**src/uep_defs.svh**
```systemverilog
// Register offsets, field positions, reset values and limits for the endpoint-zero block.
// Included by the design, the checker and the testbench; holds definitions only.
`ifndef UEP_DEFS_SVH
`define UEP_DEFS_SVH
// Register indices, and APB byte addresses (index times four)
`define UEP_IDX_OUT_IE      8'h09
`define UEP_IDX_CM_IE       8'h0b
`define UEP_IDX_INDEX       8'h0e
`define UEP_IDX_E0CTL       8'h11
`define UEP_IDX_EP_ZERO_BYTE_COUNT       8'h16
`define UEP_IDX_EVT         8'h20
`define UEP_ADDR_OUT_IE     12'h024
`define UEP_ADDR_CM_IE      12'h02c
`define UEP_ADDR_INDEX      12'h038
`define UEP_ADDR_E0CTL      12'h044
`define UEP_ADDR_EP_ZERO_BYTE_COUNT      12'h058
`define UEP_ADDR_EVT        12'h080
// Reset values and write masks
`define UEP_OUT_IE_RST      8'h0e
`define UEP_CM_IE_RST       8'h06
`define UEP_OUT_IE_MASK     8'h0e
`define UEP_CM_IE_MASK      8'h0f
// Common enable bits
`define UEP_CM_SOF          3
`define UEP_CM_RST          2
`define UEP_CM_RSU          1
`define UEP_CM_SUS          0
// Endpoint-zero control bits
`define UEP_E0_RXRDY        0
`define UEP_E0_TXRDY        1
`define UEP_E0_SENT_STALL_FLAG        2
`define UEP_E0_DEND         3
`define UEP_E0_SETUP_END_FLAG        4
`define UEP_E0_SEND_STALL_BIT        5
`define UEP_E0_SRX          6
`define UEP_E0_SERVICED_SETUP_END       7
// Setup payload length in bytes
`define UEP_SETUP_LEN       7'd8
`endif

```
**src/uep_pkg.sv**
```systemverilog
// Types shared by the endpoint-zero block.
// Assumes uep_defs.svh is on the include path.
package uep_pkg;
    // Token kinds delivered by the packet front end
    typedef enum logic [1:0] {
        UEP_TOK_OUT,
        UEP_TOK_IN,
        UEP_TOK_SETUP,
        UEP_TOK_SOF
    } uep_tok_t;

    // Handshakes the block asks the transmitter to send
    typedef enum logic [1:0] {
        UEP_HS_NONE,
        UEP_HS_ACK,
        UEP_HS_NAK,
        UEP_HS_STALL
    } uep_hs_t;

    // Token strobe with its kind and target endpoint
    typedef struct packed {
        logic       valid;
        uep_tok_t   kind;
        logic [3:0] ep;
    } uep_token_t;

    // End of a received data packet
    typedef struct packed {
        logic       valid;
        logic       crc_ok;
        logic       data1;
        logic [6:0] len;
    } uep_rxdone_t;

    // Bus-level events seen by the line monitor
    typedef struct packed {
        logic sof;
        logic bus_reset;
        logic resume;
        logic suspend;
    } uep_busev_t;
endpackage : uep_pkg

```
**src/uep_ctl.sv**
```systemverilog
// Endpoint-zero control, handshake choice and interrupt enables behind an APB slave.
// Assumes a packet front end that decodes tokens, checks CRC and reports lengths,
// and that the FIFO data path lives elsewhere; all inputs synchronous to pclk.
//
// Register access over APB was chosen for this implementation.
`timescale 1ns/100ps
`include "uep_defs.svh"

module uep_ctl #(
    parameter int MAX_PKT = 64
) (
    input  wire logic                 pclk,
    input  wire logic                 presetn,
    input  wire logic                 psel,
    input  wire logic                 penable,
    input  wire logic                 pwrite,
    input  wire logic [11:0]          paddr,
    input  wire logic [31:0]          pwdata,
    output logic      [31:0]          prdata,
    output logic                      pready,
    output logic                      pslverr,
    input  wire uep_pkg::uep_token_t  token,
    input  wire uep_pkg::uep_rxdone_t rx_done,
    input  wire logic                 tx_ack,
    input  wire uep_pkg::uep_busev_t  bus_ev,
    input  wire logic [3:1]           out_ep_event,
    output uep_pkg::uep_hs_t          handshake,
    output logic                      handshake_valid,
    output logic                      usb_irq
);
    import uep_pkg::*;

    typedef enum {
        ST_IDLE,
        ST_SETUP_RX,
        ST_TX_MODE,
        ST_RX_MODE,
        ST_OUT_RX,
        ST_IN_STATUS
    } uep_state_t;

    uep_state_t  state_r;
    logic [7:0]  out_ie_r;
    logic [7:0]  cm_ie_r;
    logic [3:0]  index_r;
    logic        rxrdy_r;
    logic        txrdy_r;
    logic        sent_stall_flag_r;
    logic        dend_r;
    logic        setup_end_flag_r;
    logic [6:0]  cnt_r;
    logic        ep0_ev_r;
    logic [3:0]  cm_ev_r;
    logic [3:1]  out_ev_r;

    logic        wr_en;
    logic        rd_en;
    logic        e0_sel;
    logic        tok_ep0;
    logic        wr_ctl;
    logic        stall_now;
    logic        set_stall;
    logic        set_setup_end_flag;
    logic        set_rxrdy;
    logic        clr_txrdy;
    logic        ep0_fire;
    logic        ev_clr;
    logic [7:0]  ev_wmask;

    // Zero wait-state slave
    assign wr_en   = psel && penable && pwrite && pready;
    assign rd_en   = psel && !penable;
    assign e0_sel  = (index_r == 4'h0);
    assign wr_ctl  = wr_en && (paddr == `UEP_ADDR_E0CTL) && e0_sel;
    assign tok_ep0 = token.valid && (token.ep == 4'h0);
    assign ev_clr  = wr_en && (paddr == `UEP_ADDR_EVT);
    assign ev_wmask = pwdata[7:0];

    // Bad-CRC packets are invisible: no flag, no count, no event
    always_comb begin
        stall_now = 1'b0;
        set_setup_end_flag = 1'b0;
        set_rxrdy = 1'b0;
        clr_txrdy = 1'b0;
        ep0_fire  = 1'b0;
        if (wr_ctl && pwdata[`UEP_E0_SEND_STALL_BIT]) begin
            stall_now = 1'b1;
        end
        if (tok_ep0) begin
            case (state_r)
                ST_TX_MODE: begin
                    if (token.kind == UEP_TOK_IN && dend_r && !txrdy_r) begin
                        stall_now = 1'b1;
                    end else if (token.kind == UEP_TOK_SETUP ||
                                 token.kind == UEP_TOK_OUT) begin
                        set_setup_end_flag = !dend_r;
                    end
                end
                ST_RX_MODE: begin
                    if (token.kind == UEP_TOK_OUT && dend_r) begin
                        stall_now = 1'b1;
                    end else if (token.kind == UEP_TOK_SETUP ||
                                 token.kind == UEP_TOK_IN) begin
                        set_setup_end_flag = !dend_r;
                    end
                end
                default: begin
                end
            endcase
        end
        if (rx_done.valid && rx_done.crc_ok) begin
            if (rx_done.len > 7'(MAX_PKT)) begin
                stall_now = 1'b1;
            end else if (state_r == ST_SETUP_RX) begin
                set_rxrdy = (rx_done.len == `UEP_SETUP_LEN);
            end else if (state_r == ST_IN_STATUS) begin
                if (rx_done.data1 && rx_done.len != 7'd0) begin
                    stall_now = 1'b1;
                end else begin
                    ep0_fire = 1'b1;
                end
            end else if (state_r == ST_OUT_RX) begin
                set_rxrdy = 1'b1;
            end
        end
        if (tx_ack && state_r == ST_TX_MODE && txrdy_r) begin
            clr_txrdy = 1'b1;
        end
        set_stall = stall_now;
    end

    // Control transfer sequencing
    always_ff @(posedge pclk or negedge presetn) begin
        if (!presetn) begin
            state_r <= ST_IDLE;
        end else if (set_stall || bus_ev.bus_reset) begin
            state_r <= ST_IDLE;
        end else if (tok_ep0 && token.kind == UEP_TOK_SETUP) begin
            state_r <= ST_SETUP_RX;
        end else if (tok_ep0 && token.kind == UEP_TOK_IN) begin
            if (state_r == ST_RX_MODE || state_r == ST_IDLE) begin
                state_r <= (state_r == ST_RX_MODE) ? ST_IDLE : ST_TX_MODE;
            end else if (state_r == ST_SETUP_RX) begin
                state_r <= ST_TX_MODE;
            end
        end else if (tok_ep0 && token.kind == UEP_TOK_OUT) begin
            if (state_r == ST_TX_MODE && dend_r) begin
                state_r <= ST_IN_STATUS;
            end else if (state_r == ST_SETUP_RX || state_r == ST_RX_MODE) begin
                state_r <= ST_OUT_RX;
            end
        end else if (rx_done.valid && rx_done.crc_ok) begin
            case (state_r)
                ST_SETUP_RX: state_r <= set_rxrdy ? ST_SETUP_RX : ST_IDLE;
                ST_OUT_RX: state_r <= ST_RX_MODE;
                ST_IN_STATUS: state_r <= ST_IDLE;
                default: state_r <= state_r;
            endcase
        end
    end

    // Handshake answer to tokens and packets
    always_ff @(posedge pclk or negedge presetn) begin
        if (!presetn) begin
            handshake       <= UEP_HS_NONE;
            handshake_valid <= 1'b0;
        end else begin
            handshake_valid <= 1'b0;
            handshake       <= UEP_HS_NONE;
            if (set_stall && !(wr_ctl && pwdata[`UEP_E0_SEND_STALL_BIT] && !tok_ep0
                               && !rx_done.valid)) begin
                handshake       <= UEP_HS_STALL;
                handshake_valid <= 1'b1;
            end else if (tok_ep0 && token.kind == UEP_TOK_IN && !txrdy_r) begin
                handshake       <= UEP_HS_NAK;
                handshake_valid <= 1'b1;
            end else if (set_rxrdy || ep0_fire) begin
                handshake       <= UEP_HS_ACK;
                handshake_valid <= 1'b1;
            end
        end
    end

    // Endpoint-zero flags; hardware set or clear wins over a software write
    always_ff @(posedge pclk or negedge presetn) begin
        if (!presetn) begin
            rxrdy_r <= 1'b0;
            txrdy_r <= 1'b0;
            sent_stall_flag_r <= 1'b0;
            dend_r  <= 1'b0;
            setup_end_flag_r <= 1'b0;
        end else begin
            if (set_rxrdy) begin
                rxrdy_r <= 1'b1;
            end else if (wr_ctl && pwdata[`UEP_E0_SRX]) begin
                rxrdy_r <= 1'b0;
            end
            if (clr_txrdy || set_stall) begin
                txrdy_r <= 1'b0;
            end else if (wr_ctl && pwdata[`UEP_E0_TXRDY]) begin
                txrdy_r <= 1'b1;
            end
            if (set_stall) begin
                sent_stall_flag_r <= 1'b1;
            end else if (wr_ctl && !pwdata[`UEP_E0_SENT_STALL_FLAG]) begin
                sent_stall_flag_r <= 1'b0;
            end
            if (set_setup_end_flag) begin
                setup_end_flag_r <= 1'b1;
            end else if (wr_ctl && pwdata[`UEP_E0_SERVICED_SETUP_END]) begin
                setup_end_flag_r <= 1'b0;
            end
            if (tok_ep0 && token.kind == UEP_TOK_SETUP || set_stall) begin
                dend_r <= 1'b0;
            end else if (wr_ctl && pwdata[`UEP_E0_DEND]) begin
                dend_r <= 1'b1;
            end
        end
    end

    // Received byte count
    always_ff @(posedge pclk or negedge presetn) begin
        if (!presetn) begin
            cnt_r <= 7'd0;
        end else if (set_rxrdy) begin
            cnt_r <= rx_done.len;
        end else if (wr_ctl && pwdata[`UEP_E0_SRX]) begin
            cnt_r <= 7'd0;
        end
    end

    // Sticky events; set wins, write-one clears
    always_ff @(posedge pclk or negedge presetn) begin
        if (!presetn) begin
            ep0_ev_r <= 1'b0;
            cm_ev_r  <= 4'h0;
        end else begin
            if (set_rxrdy || clr_txrdy || ep0_fire || set_stall || set_setup_end_flag) begin
                ep0_ev_r <= 1'b1;
            end else if (ev_clr && ev_wmask[4]) begin
                ep0_ev_r <= 1'b0;
            end
            cm_ev_r <= ({bus_ev.sof, bus_ev.bus_reset, bus_ev.resume, bus_ev.suspend})
                       | (cm_ev_r & ~(ev_clr ? ev_wmask[3:0] : 4'h0));
        end
    end

    // One flag per OUT endpoint
    for (genvar i = 1; i <= 3; i++) begin : g_out_ev
        always_ff @(posedge pclk or negedge presetn) begin
            if (!presetn) begin
                out_ev_r[i] <= 1'b0;
            end else if (out_ep_event[i]) begin
                out_ev_r[i] <= 1'b1;
            end else if (ev_clr && ev_wmask[4+i]) begin
                out_ev_r[i] <= 1'b0;
            end
        end
    end

    // Enable and index registers
    always_ff @(posedge pclk or negedge presetn) begin
        if (!presetn) begin
            out_ie_r <= `UEP_OUT_IE_RST;
            cm_ie_r  <= `UEP_CM_IE_RST;
            index_r  <= 4'h0;
        end else if (wr_en) begin
            if (paddr == `UEP_ADDR_OUT_IE) begin
                out_ie_r <= pwdata[7:0] & `UEP_OUT_IE_MASK;
            end
            if (paddr == `UEP_ADDR_CM_IE) begin
                cm_ie_r <= pwdata[7:0] & `UEP_CM_IE_MASK;
            end
            if (paddr == `UEP_ADDR_INDEX) begin
                index_r <= pwdata[3:0];
            end
        end
    end

    // Interrupt request; endpoint zero is always enabled here
    always_ff @(posedge pclk or negedge presetn) begin
        if (!presetn) begin
            usb_irq <= 1'b0;
        end else begin
            usb_irq <= ep0_ev_r
                | (cm_ev_r[`UEP_CM_SOF] & cm_ie_r[`UEP_CM_SOF])
                | (cm_ev_r[`UEP_CM_RST] & cm_ie_r[`UEP_CM_RST])
                | (cm_ev_r[`UEP_CM_RSU] & cm_ie_r[`UEP_CM_RSU])
                | (cm_ev_r[`UEP_CM_SUS] & cm_ie_r[`UEP_CM_SUS])
                | (|(out_ev_r & out_ie_r[3:1]));
        end
    end

    // APB read data, one wait-free cycle
    always_ff @(posedge pclk or negedge presetn) begin
        if (!presetn) begin
            prdata  <= 32'h0000_0000;
            pready  <= 1'b0;
            pslverr <= 1'b0;
        end else begin
            pready  <= rd_en;
            pslverr <= 1'b0;
            prdata  <= 32'h0000_0000;
            if (rd_en) begin
                case (paddr)
                    `UEP_ADDR_OUT_IE: prdata <= {24'h0, out_ie_r};
                    `UEP_ADDR_CM_IE:  prdata <= {24'h0, cm_ie_r};
                    `UEP_ADDR_INDEX:  prdata <= {28'h0, index_r};
                    `UEP_ADDR_E0CTL:  prdata <= e0_sel ? {27'h0, setup_end_flag_r, dend_r,
                                                   sent_stall_flag_r, txrdy_r, rxrdy_r}
                                                   : 32'h0000_0000;
                    `UEP_ADDR_EP_ZERO_BYTE_COUNT:  prdata <= e0_sel ? {25'h0, cnt_r} : 32'h0000_0000;
                    `UEP_ADDR_EVT:    prdata <= {24'h0, out_ev_r, ep0_ev_r, cm_ev_r};
                    default: pslverr <= 1'b1;
                endcase
            end
        end
    end
endmodule : uep_ctl

```
**config.mk**
```make
export PLATFORM = sky130hd
export DESIGN_NAME = uep_ctl
export DESIGN_NICKNAME = d
export VERILOG_FILES = /design/src/uep_pkg.sv /design/src/uep_ctl.sv
export VERILOG_INCLUDE_DIRS = /design/src
export SDC_FILE = /design/constraint.sdc
export NUM_CORES = 1
export LEC_CHECK = 0
export BUFFER_PORTS_ARGS = -buffer_cell sky130_fd_sc_hd__buf_2
export CELL_PAD_IN_SITES_DETAIL_PLACEMENT = 1
export CELL_PAD_IN_SITES_GLOBAL_PLACEMENT = 2
export CORE_MARGIN = 2
export CORE_UTILIZATION = 31
export DETAILED_ROUTE_END_ITERATION = 8
export GPL_ROUTABILITY_DRIVEN = 0
export PLACE_DENSITY_LB_ADDON = 0.1
export SLEW_MARGIN = 20
export SYNTH_ARGS = -nofsm -noshare
export SYNTH_HDL_FRONTEND = slang
export SYNTH_SLANG_ARGS = --single-unit
export TNS_END_PERCENT = 1
```
**constraint.sdc**
```tcl
create_clock -name pclk -period 3.1 [get_ports pclk]
set_clock_uncertainty 0.15 [all_clocks]
set_input_delay 0.62 -clock pclk [delete_from_list [all_inputs] [get_ports pclk]]
set_output_delay 0.62 -clock pclk [all_outputs]
set_load 0.005 [all_outputs]
```
# [Word-level counts from Yosys, hierarchy flattened]
# Cells that the tools add are included.
[op_classes] bitwise_logic=13 magnitude_cmp=1 n_eq_ne=21 n_reduce_logical=74 mux=72
[ops] cell="two-way mux 32 bit" count=9
[ops] cell="equality test 32 x 3 -> 1 bit, second input constant" count=4
[ops] cell="equality test 32 x 2 -> 1 bit, second input constant" count=3
[ops] cell="one-hot mux 32 bit (3 select lines)" count=1
[ops] cell="equality test 32 x 4 -> 1 bit, second input constant" count=2
[ops] cell="two-way mux 1 bit" count=50
[ops] cell="one-hot mux 8 bit (6 select lines)" count=1
[ops] cell="equality test 12 x 6 -> 1 bit, second input constant" count=3
[ops] cell="logical AND 1 bit" count=33
[ops] cell="equality test 32 x 1 -> 1 bit, second input constant" count=1
[ops] cell="logical NOT 32 bit" count=1
[ops] cell="equality test 12 x 7 -> 1 bit, second input constant" count=2
[ops] cell="two-way mux 7 bit" count=3
[ops] cell="nonzero test 2 bit" count=9
[ops] cell="nonzero test 7 bit" count=2
[ops] cell="equality test 12 x 8 -> 1 bit, second input constant" count=1
[ops] cell="logical OR 1 bit" count=12
[ops] cell="logical NOT 4 bit" count=2
[ops] cell="two-way mux 8 bit" count=1
[ops] cell="equality test 7 x 4 -> 1 bit, second input constant" count=1
[ops] cell="> comparator 7 bit, second input constant" count=1
[ops] cell="logical NOT 1 bit" count=7
[ops] cell="two-way mux 2 bit" count=3
[ops] cell="inequality test 6 x 2 -> 1 bit, second input constant" count=1
[ops] cell="other kinds (18)" count=28
[totals] output_inout_bits=38 in_bits=74 elab_cells=202 reg_bits=101

# [Depth between registers and ports, before layout]
# Gate-level depths: netlist of run 1.
[logic_depth] depth_word=18 mapped_depth=7

# [Worst setup path after synthesis of run 1]
# Ideal clock, no wire load.
[synth_path] path_type="in2reg" from="input port paddr[9]" to="register out_ie_r[1]" arrival_ps=2486 setup_ps=82 path_slack_ps=382 cell_stages=6 required_ps=2868 cell_sequence="or4_4 or3_1 buf_6 nor3_4 nor3b_4 mux2_2"
[synth_between] elab_chain_len=2
[synth_lines] element="start, declared" line_no="uep_ctl.sv:17" text="input wire logic [11:0] paddr,"
[synth_lines] element="equality test 12 x 6 -> 1 bit"
[synth_lines] element="AND reduction 2 bit (no line)"
[synth_lines] element="end signal, assigned" line_no="uep_ctl.sv:264" text="out_ie_r <= `UEP_OUT_IE_RST;"
[synth_lines] element="end signal, assigned" line_no="uep_ctl.sv:269" text="out_ie_r <= pwdata[7:0] & `UEP_OUT_IE_MASK;"
[synth_lines] element="end, declared" line_no="uep_ctl.sv:43" text="logic [7:0] out_ie_r;"
# Every way passes these cells.
# A chain may end at the register's enable or synchronous reset.

# [Final worst setup path of run 1]
[layout_path] from="input port paddr[9]" to="register index_r[3]"
[layout_between] elab_chain_len=2
[layout_lines] element="equality test 12 x 6 -> 1 bit"
[layout_lines] element="AND reduction 2 bit (no line)"
[layout_lines] element="end signal, assigned" line_no="uep_ctl.sv:275" text="index_r <= pwdata[3:0];"
[layout_lines] element="end, declared" line_no="uep_ctl.sv:45" text="logic [3:0] index_r;"
# Every way passes these cells.

==> results of run 1 <==
==> power by group <==
group          total (uW)  internal, uW  switching (uW)  leakage [uW]
sequential            632           629            2.42      0.000596
clock                 403           181             222     0.0000434
combinational         114          43.1            70.9      0.000898
total                1150           854             296       0.00154
==> cells by family after synthesis <==
logic type | after synthesis
AO/OA/AOI/OAI | 72
buffers and inverters | 36
other | 1
flip-flops | 48
adder cells (fa/ha/maj) | 3
multiplexers | 14
AND/OR/NAND/NOR | 95
==> routing by layer <==
layer / up-vias / share of wire (%) / GRT usage, %
met5: - / 0 / 0
met4: 0 / 0.99 / 3.79
met3: 6 / 5.0 / 2.53
met2: 75 / 46 / 26.9
met1: 1147 / 48 / 23.8
li1: 1123 / - / -
==> flip-flops by register name, indices dropped and copies added, names as in the netlist <==
name and cells:
cm_ie_r 4, setup_end_flag_r 1, out_ev_r 3, pready 1
txrdy_r 1, out_ie_r 3, handshake 2, sent_stall_flag_r 1
ep0_ev_r 1, index_r 4, dend_r 1, pslverr 1
rxrdy_r 1, cm_ev_r 4, prdata 8, usb_irq 1
cnt_r 7, state_r 3, handshake_valid 1
==> metrics by stage <==
| step | utilization, % | hold WS (ns) | cell area (um^2) |
|---|---|---|---|
| 2_1_floorplan | - | 0.174 | 2910 |
| 3_5_place_dp | 37.1 | 0.317 | 3250 |
| 6_report | 38.2 | 0.122 | 3340 |
| 4_1_cts | 38.2 | 0.142 | 3340 |
| 5_1_grt | 38.2 | 0.157 | 3340 |
| 3_3_place_gp | 37.1 | 0.314 | 3250 |
==> cells in the final DEF (no fill, tap or decap), types with 4 or more instances in the layout <==
| cell | n |
|---|---|
| mux2_2 | 10 |
| inv_1 | 5 |
| mux2_4 | 4 |
| a21oi_1 | 12 |
| and3_1 | 4 |
| nor4_1 | 4 |
| a22o_1 | 8 |
| or4_1 | 4 |
| o21ai_0 | 8 |
| dfrtp_1 | 43 |
| a21o_1 | 9 |
| nor3_1 | 5 |
| nor2_1 | 11 |
| nand2_1 | 16 |
| a222oi_1 | 4 |
| conb_1 | 24 |
| and2_1 | 5 |
| nor2b_1 | 7 |
| buf_4 | 14 |
| nor3b_1 | 4 |
| dfstp_2 | 5 |
| nand3_1 | 4 |
| a22oi_1 | 7 |
| clkbuf_8 | 6 |
| buf_2 | 63 |
==> final timing paths <==
check                                 startpoint          endpoint  cells past startpoint
worst min-delay path                     presetn        state_r[1]                      1
max in group asynchronous                presetn        cm_ie_r[2]                      2
worst min register to register  setup_end_flag_r  setup_end_flag_r                      1
min in group pclk               setup_end_flag_r  setup_end_flag_r                      1
worst max register to register        state_r[0]          cnt_r[0]                      5
worst max-delay path                    paddr[9]        index_r[3]                      7
==> worst max-delay path, cell delays in order <==
cell,delay (ns)
buf_2,0.10
or4_4,0.56
or3_1,0.46
buf_4,0.21
nor4b_4,0.27
nand2_2,0.18
mux2_4,0.32
==> area by class of cell <==
| class | instances | area, um^2 | area share [%] |
|---|---|---|---|
| Timing Repair Buffer | 77 | 420 | 12.6 |
| Inverter | 5 | 18.8 | 0.561 |
| Clock buffer | 6 | 82.6 | 2.47 |
| Sequential cell | 48 | 1210 | 36.1 |
| Multi-Input combinational cell | 208 | 1470 | 43.8 |
| Clock inverter | 2 | 15.0 | 0.449 |
| Tap cell | 108 | 135 | 4.04 |
==> flow_metrics.tcl, run 1 <==
set metrics [dict create \
    status "complete, no violations" \
    timing.slew.headroom_pct 50.8 \
    initial_utilization_pct 32.2 \
    finalWirelength_um 7970 \
    dp_slack_ns 0.0683 \
    drc_errors 0 \
    cts_buffers 5 \
    critical_path.max_fanout 4 \
    synthArstFlopShare_pct 100 \
    post-layout-total-power_uw 1150 \
    cp.arrival_ns 2.72 \
    final_max_slew_viol_count 0 \
    yosys-top-cells-count "43 x dfrtp_1, 24 x buf_4, 16 x nand2_1" \
    setup_viol_count_final 0 \
    ys_seq_area_share_pct 42.8 \
    die_w_um 99.4 \
    num_io_pins 112 \
    post_route_cells_drive_above_1_share_pct 34.7 \
    synth_most_common_cell "dfrtp_1" \
    cap_viol_max_count 0 \
    root_buffer "clkbuf_8" \
    unrepaired_setup_endpoints_after_global_routing "no" \
    worstMarginPinSlew_ns 0.732 \
    irDropWorstVdd_mv 0.143 \
    edff_count_synth 0 \
    synthDistinctLibCells 65 \
    core_region_area_um2 8760 \
    achievable-frequency_mhz 373 \
    finish.net_count 422 \
    dr_total_vias 2351 \
    postSynthRegisterBits 48 \
    criticalPathCategory "in -> reg" \
    synth-main-ff-cell "dfrtp_1" \
    first_global_vias 2434 \
    tritoncts "done" \
    worst_path_setup_slack_after_routing_ns 0.418 \
    die_area_um2 9870 \
    pin_count_of_the_biggest_net_entering_global_routing 28 \
    clock_sinks 48 \
    total_leakage_power_uw 0.00154 \
    yosys_warnings 0 \
    synthSimpleGateAreaFrac_pct 22.7 \
    combinational_family_with_the_most_area_after_synthesis "simple AND/OR/NAND/NOR gates" \
    num_rows 34 \
    final_hold_viol_count 0 \
    holdBufCountCts 0 \
    global_route.overflow_total 0 \
    number_of_buffers_inserted_to_repair_setup_after_cts 0 \
    area.growth.synth_to_final_pct 18.6 \
    fillCellCount 1022 \
    antenna_found_initial 0 \
    reg2reg_slack_ns 0.76 \
    ctsResizeCount 0 \
    clk_path_buf_depth 2 \
    post_synth_inst_count 269 \
    setup_tns_ns 0 \
    clock_insertion_delay_worst_skew_ns 0.30 \
    netlist.area_leader.share_pct 38.2 \
    fp.dieH_um 99.4 \
    post-route-period-util_pct 86.5 \
    yosys-mux-area-fraction_pct 6.13 \
    drt-vias-per-instance 5.18 \
    clk_transition_reported_paths_ns 0.10 \
    cts_h_tree_depth 2 \
    synth_xor_xnor_area_share_pct 0 \
    portBuffers 63 \
    grt_usage_pct 16.7 \
    timing.critical_path.to_type "register" \
    critPathRequiredTime_ns 3.14 \
    grt_first_pass_wirelength_um 13000 \
    yosys.area.top_type "dfrtp_1" \
    detailedRoute.firstIterationViolations 82 \
    final_cells 454 \
    routedWlPerCell_um 17.5 \
    drt_first_pass_iters 4 \
    place_inst 446 \
    crit_path_start_kind "input pin" \
    power.density_cell_area_nw_per_um2 344 \
    insertedDiodeCount 0 \
    synth.cell_area_um2 2820 \
    route.antenna.remaining_nets 0 \
    synth_area_per_cell_um2 10.5 \
    dpl.hpwl_um 6260 \
    post_synth_fa_ha_maj_area_fraction_pct 1.33 \
    min-delay-path-class "in -> async" \
    complex_gate_fraction_of_the_synthesized_area_pct 18.6 \
    final.min_clock_period_ns 2.68 \
    synthTopCellsByArea "dfrtp_1 38%, buf_4 6.4%, dfstp_2 4.7%, mux2_2 4.0%, a22o_1 2.5%" \
]
No activity file was read; power rests on OpenSTA's default activity.
==> inputs of run 2 (changes only) <==
CORE_UTILIZATION = 29   (was 31)
clock period = 2.72 ns   (was 3.1 ns; I/O delays follow)
==> run 2 against run 1 <==
Compared with the run above:
- clock power is 38% higher
- total power up 23%
- flip-flop and latch count unchanged
- worst setup slack got worse by 0.23 ns
- final area up 3.1%
- die area up 6.6%
- sequential power up 14%
- highest routed layer unchanged
==> flow_metrics.tcl, run 2 (synthesis results as in run 1) <==
set metrics [dict create \
    status "complete, no violations" \
    detailedRoute.firstIterationViolations 124 \
    die_w_um 103 \
    timing.reg2reg.worst_path_depth 5 \
    holdBufCountCts 0 \
    cts_buffers 5 \
    portBuffers 63 \
    clk_path_buf_depth 2 \
    num_io_pins 112 \
    critPathRequiredTime_ns 2.80 \
    achievable-frequency_mhz 394 \
    rr_endpoint "handshake_valid" \
    finalWirelength_um 8380 \
    dr_total_vias 2430 \
    pin_count_of_the_biggest_net_entering_global_routing 49 \
    grt_first_pass_wirelength_um 13000 \
    fin_util_pct 37.0 \
    final_cell_area_um2 3450 \
    critPathSlowestCell "or4_4" \
    clk_transition_reported_paths_ns 0.11 \
    die_area_um2 10500 \
    initial_utilization_pct 30.2 \
    drt_first_pass_iters 4 \
    drc_errors 0 \
    top_register "prdata" \
    worst_path_setup_slack_after_routing_ns 0.183 \
    worstReg2RegStart "state_r[0]" \
    final_max_slew_viol_count 0 \
    worstMarginPinSlew_ns 0.736 \
    cts_h_tree_depth 2 \
    insertedDiodeCount 0 \
    global_route.overflow_total 0 \
    timing.critical_path.to_type "register" \
    reg2reg_slack_ns 0.47 \
    buf_inv_on_cp 2 \
    post_dp_area_um2 3330 \
    post-route-period-util_pct 93.3 \
    layout_commonest_cell "buf_2" \
    cp.depth 7 \
    final_hold_viol_count 0 \
    finish.net_count 430 \
    critical_path.max_fanout 7 \
    irDropWorstVdd_mv 0.201 \
    final.min_clock_period_ns 2.54 \
    critPathTopFamily "simple AND/OR/NAND/NOR gates" \
    commonest_cells_after_routing_fill_and_taps_aside "63 x buf_2, 43 x dfrtp_1, 24 x conb_1" \
    cp.arrival_ns 2.61 \
    dpl.hpwl_um 6480 \
    drt-vias-per-instance 5.03 \
    antenna_found_initial 0 \
    root_buffer "clkbuf_8" \
    number_of_flip_flops_in_the_largest_register 8 \
    grt_usage_pct 16.2 \
    clock_sinks 48 \
    layout_top_registers "prdata x8, cnt_r x7" \
    area.growth.synth_to_final_pct 22.3 \
    power.density_cell_area_nw_per_um2 410 \
    slowest_cell_delay_on_critical_path_ns 0.52 \
    criticalPathCategory "in -> reg" \
    routedWlPerCell_um 17.4 \
    crit_path_start_kind "input pin" \
    fp.dieH_um 103 \
    timing.slew.headroom_pct 50.6 \
    setup_tns_ns 0 \
    cap_viol_max_count 0 \
    first_global_vias 2453 \
    setup_viol_count_final 0 \
    number_of_buffers_inserted_to_repair_setup_after_cts 0 \
    num_rows 35 \
    clock_insertion_delay_worst_skew_ns 0.31 \
    tritoncts "done" \
    unrepaired_setup_endpoints_after_global_routing "no" \
    fillCellCount 1102 \
    min-delay-path-class "in -> async" \
    post_route_cells_drive_above_1_share_pct 36.2 \
    total_leakage_power_uw 0.00159 \
    worstPathCellList "buf_2, or4_4, or3_1, nor4_1, buf_4, nor3_1, o221ai_1" \
    dp_slack_ns -0.193 \
    ctsResizeCount 0 \
    route.antenna.remaining_nets 0 \
    core_region_area_um2 9330 \
]
==> run 2: changes by cell type in the layout (fill, tap and decap cells not counted) <==
| cell | before | now |
|---|---|---|
| clkinvlp_4 | 2 | 1 |
| buf_4 | 14 | 22 |
| clkbuf_8 | 6 | 5 |
| inv_6 | 0 | 1 |
| bufinv_16 | 0 | 1 |
==> run 2: stage by stage <==
step,total power (uW),hold WS (ns),instances
after floorplan,808,0.0984,292
after global placement,870,0.317,475
after detailed placement,872,0.316,475
after CTS,1430,0.213,483
after global routing,1480,0.227,483
final,1410,0.173,483
==> run 2: layout make-up <==
| type | instances | area [um^2] | share of cell area (%) |
|---|---|---|---|
| inverters | 5 | 18.8 | 0.544 |
| clock buffers | 5 | 68.8 | 2.00 |
| repair buffers | 85 | 480 | 13.9 |
| flip-flops and latches | 48 | 1210 | 35.0 |
| well taps | 129 | 161 | 4.68 |
| clock inverters | 3 | 46.3 | 1.34 |
| multi-input cells | 208 | 1470 | 42.5 |
==> run 2: how the worst max path moves through the flow <==
stage | from | to | slack [ns]
2_1_floorplan | paddr[9] | out_ie_r[1] | 0.08
4_1_cts | paddr[9] | handshake_valid | 0.11
6_report | paddr[9] | handshake_valid | 0.18
3_3_place_gp | paddr[9] | handshake_valid | -0.18
5_1_grt | paddr[9] | handshake_valid | 0.04
3_5_place_dp | paddr[9] | handshake_valid | -0.19
==> run 2: metal layers <==
metal	vias up	global-route usage [%]	wire length, um
met5	-	0	0
met3	6	2.17	361
li1	1137	-	-
met1	1214	23.1	4100
met4	0	3.69	81
met2	73	26.3	3840
==> run 2: report_power, final <==
part / internal (uW) / leakage [uW] / switching, uW
clock network: 278 / 0.0000548 / 279
registers: 718 / 0.000596 / 2.82
logic: 53.8 / 0.000935 / 83.2
total: 1050 / 0.00159 / 365
==> inputs of run 3 (changes only) <==
PLACE_DENSITY = 0.79   (was default)
PLACE_DENSITY_LB_ADDON = default   (was 0.1)
==> run 3 against run 2 <==
Compared with the run above:
- clock-buffer cell count rose by 3
- register-to-register slack better by 0.06 ns
- flip-flop and latch count is the same
- worst setup slack gained 0.043 ns
- critical path type unchanged
==> flow_metrics.tcl, run 3 (synthesis results as in run 1) <==
set metrics [dict create \
    layout_commonest_cell "buf_2" \
    top_register "prdata" \
    number_of_buffers_inserted_to_repair_setup_after_cts 0 \
    power.density_cell_area_nw_per_um2 379 \
    root_buffer "clkbuf_8" \
    final_cells 481 \
    criticalPathCategory "in -> reg" \
    area.growth.synth_to_final_pct 20.9 \
    p_sw_uw 315 \
    commonest_cells_after_routing_fill_and_taps_aside "63 x buf_2, 43 x dfrtp_1, 24 x conb_1" \
    clock_sinks 48 \
    critPathRequiredTime_ns 2.76 \
    number_of_flip_flops_in_the_largest_register 8 \
    drt_first_pass_iters 4 \
    die_w_um 103 \
    global_route.overflow_total 0 \
    critical_path.max_fanout 5 \
    worstReg2RegStart "state_r[1]" \
    clk_transition_reported_paths_ns 0.08 \
    clk_path_buf_depth 2 \
    p_comb_share_pct 10.4 \
    worstMarginPinSlew_ns 0.664 \
    route.antenna.remaining_nets 0 \
    post_route_cells_drive_above_1_share_pct 35.2 \
    final.min_clock_period_ns 2.49 \
    clock_insertion_delay_worst_skew_ns 0.30 \
    dp_slack_ns -0.0940 \
    pin_count_of_the_biggest_net_entering_global_routing 49 \
    routedWlPerCell_um 16.4 \
    place_inst 473 \
    power.share.switching_pct 24.4 \
    first_global_vias 2394 \
    initial_utilization_pct 30.2 \
    post-layout-total-power_uw 1290 \
    ctsResizeCount 0 \
    drc_errors 0 \
    tritoncts "done" \
    cts_h_tree_depth 2 \
    timing.slew.headroom_pct 55.5 \
    die_area_um2 10500 \
    num_rows 35 \
    dpl.hpwl_um 6270 \
    finalHoldWorstSlack_ns 0.183 \
    achievable-frequency_mhz 401 \
    status "complete, no violations" \
    detailedRoute.firstIterationViolations 139 \
    register_area_um2 1210 \
    final_max_slew_viol_count 0 \
    grt_usage_pct 15.4 \
    finish.net_count 428 \
    grt_first_pass_wirelength_um 12500 \
    total_leakage_power_uw 0.00157 \
    setup_viol_count_final 0 \
    antenna_found_initial 0 \
    timing.critical_path.to_type "register" \
    cp.arrival_ns 2.53 \
    worst_path_setup_slack_after_routing_ns 0.226 \
    core_region_area_um2 9330 \
    cts_buffers 5 \
    holdBufCountCts 0 \
    irDropWorstVdd_mv 0.150 \
    unrepaired_setup_endpoints_after_global_routing "no" \
    insertedDiodeCount 0 \
    fp.dieH_um 103 \
    power.share.sequential_pct 55.7 \
    num_io_pins 112 \
    dr_total_vias 2385 \
    internal-power_uw 978 \
    crit_path_start_kind "input pin" \
    multi_input_area_um2 1470 \
    post-route-period-util_pct 91.7 \
    layout_top_registers "prdata x8, cnt_r x7" \
    fillCellCount 1101 \
    portBuffers 63 \
    clock_power_share_pct 33.9 \
    min-delay-path-class "in -> async" \
    finalWirelength_um 7900 \
    cap_viol_max_count 0 \
    cp-startpoint "paddr[9]" \
    final_hold_viol_count 0 \
    drt-vias-per-instance 4.96 \
]
[run 3: final cells by class]
cell class              instances  share of cell area (%)
inverters                       5                   0.551
repair buffers                 83                    13.7
well taps                     129                    4.74
multi-input cells             208                    43.0
flip-flops and latches         48                    35.4
clock buffers                   8                    2.64
[run 3: routing by layer]
layer / wire [um] / part of all wire, % / global-route usage (%) / vias to the layer above
met5: 0 / 0 / 0 / -
met3: 440 / 5.6 / 2.58 / 9
li1: - / - / - / 1131
met2: 3750 / 48 / 25.8 / 73
met4: 73 / 0.92 / 3.38 / 0
met1: 3630 / 46 / 21.0 / 1172
[run 3: critical path, stage by stage]
cell     delay (ns)
buf_2          0.10
or4_4          0.53
or3_1          0.49
nor3_4         0.24
buf_4          0.17
nand3_2        0.15
mux2_2         0.30
[run 3: final timing paths]
| kind | to | slack [ns] | cells past startpoint |
|---|---|---|---|
| setup / recovery | cm_ie_r[3] | 0.23 | 7 |
| hold / removal | cnt_r[0] | 0.18 | 2 |
| setup reg to reg | state_r[0] | 0.53 | 6 |
| hold reg to reg | rxrdy_r | 0.35 | 1 |
| max in group asynchronous | cm_ev_r[3] | 1.82 | 2 |
| min in group pclk | cm_ev_r[1] | 0.27 | 2 |
[run 3: power by group through the flow]
| stage | registers, uW | logic (uW) | clock network (uW) |
|---|---|---|---|
| after floorplan | 734 | 74.4 | 0 |
| after detailed placement | 734 | 135 | 0 |
| after global routing | 721 | 151 | 482 |
| after CTS | 720 | 136 | 454 |
| final | 720 | 134 | 438 |
| after global placement | 734 | 132 | 0 |
[run 3: per-stage QoR]
stage | utilization, % | TNS, ns | instance area [um^2]
2_1_floorplan | - | 0 | 2910
3_3_place_gp | 35.6 | -1.14 | 3320
3_5_place_dp | 35.6 | -1.57 | 3320
4_1_cts | 36.5 | 0 | 3410
5_1_grt | 36.5 | 0 | 3410
6_report | 36.5 | 0 | 3410
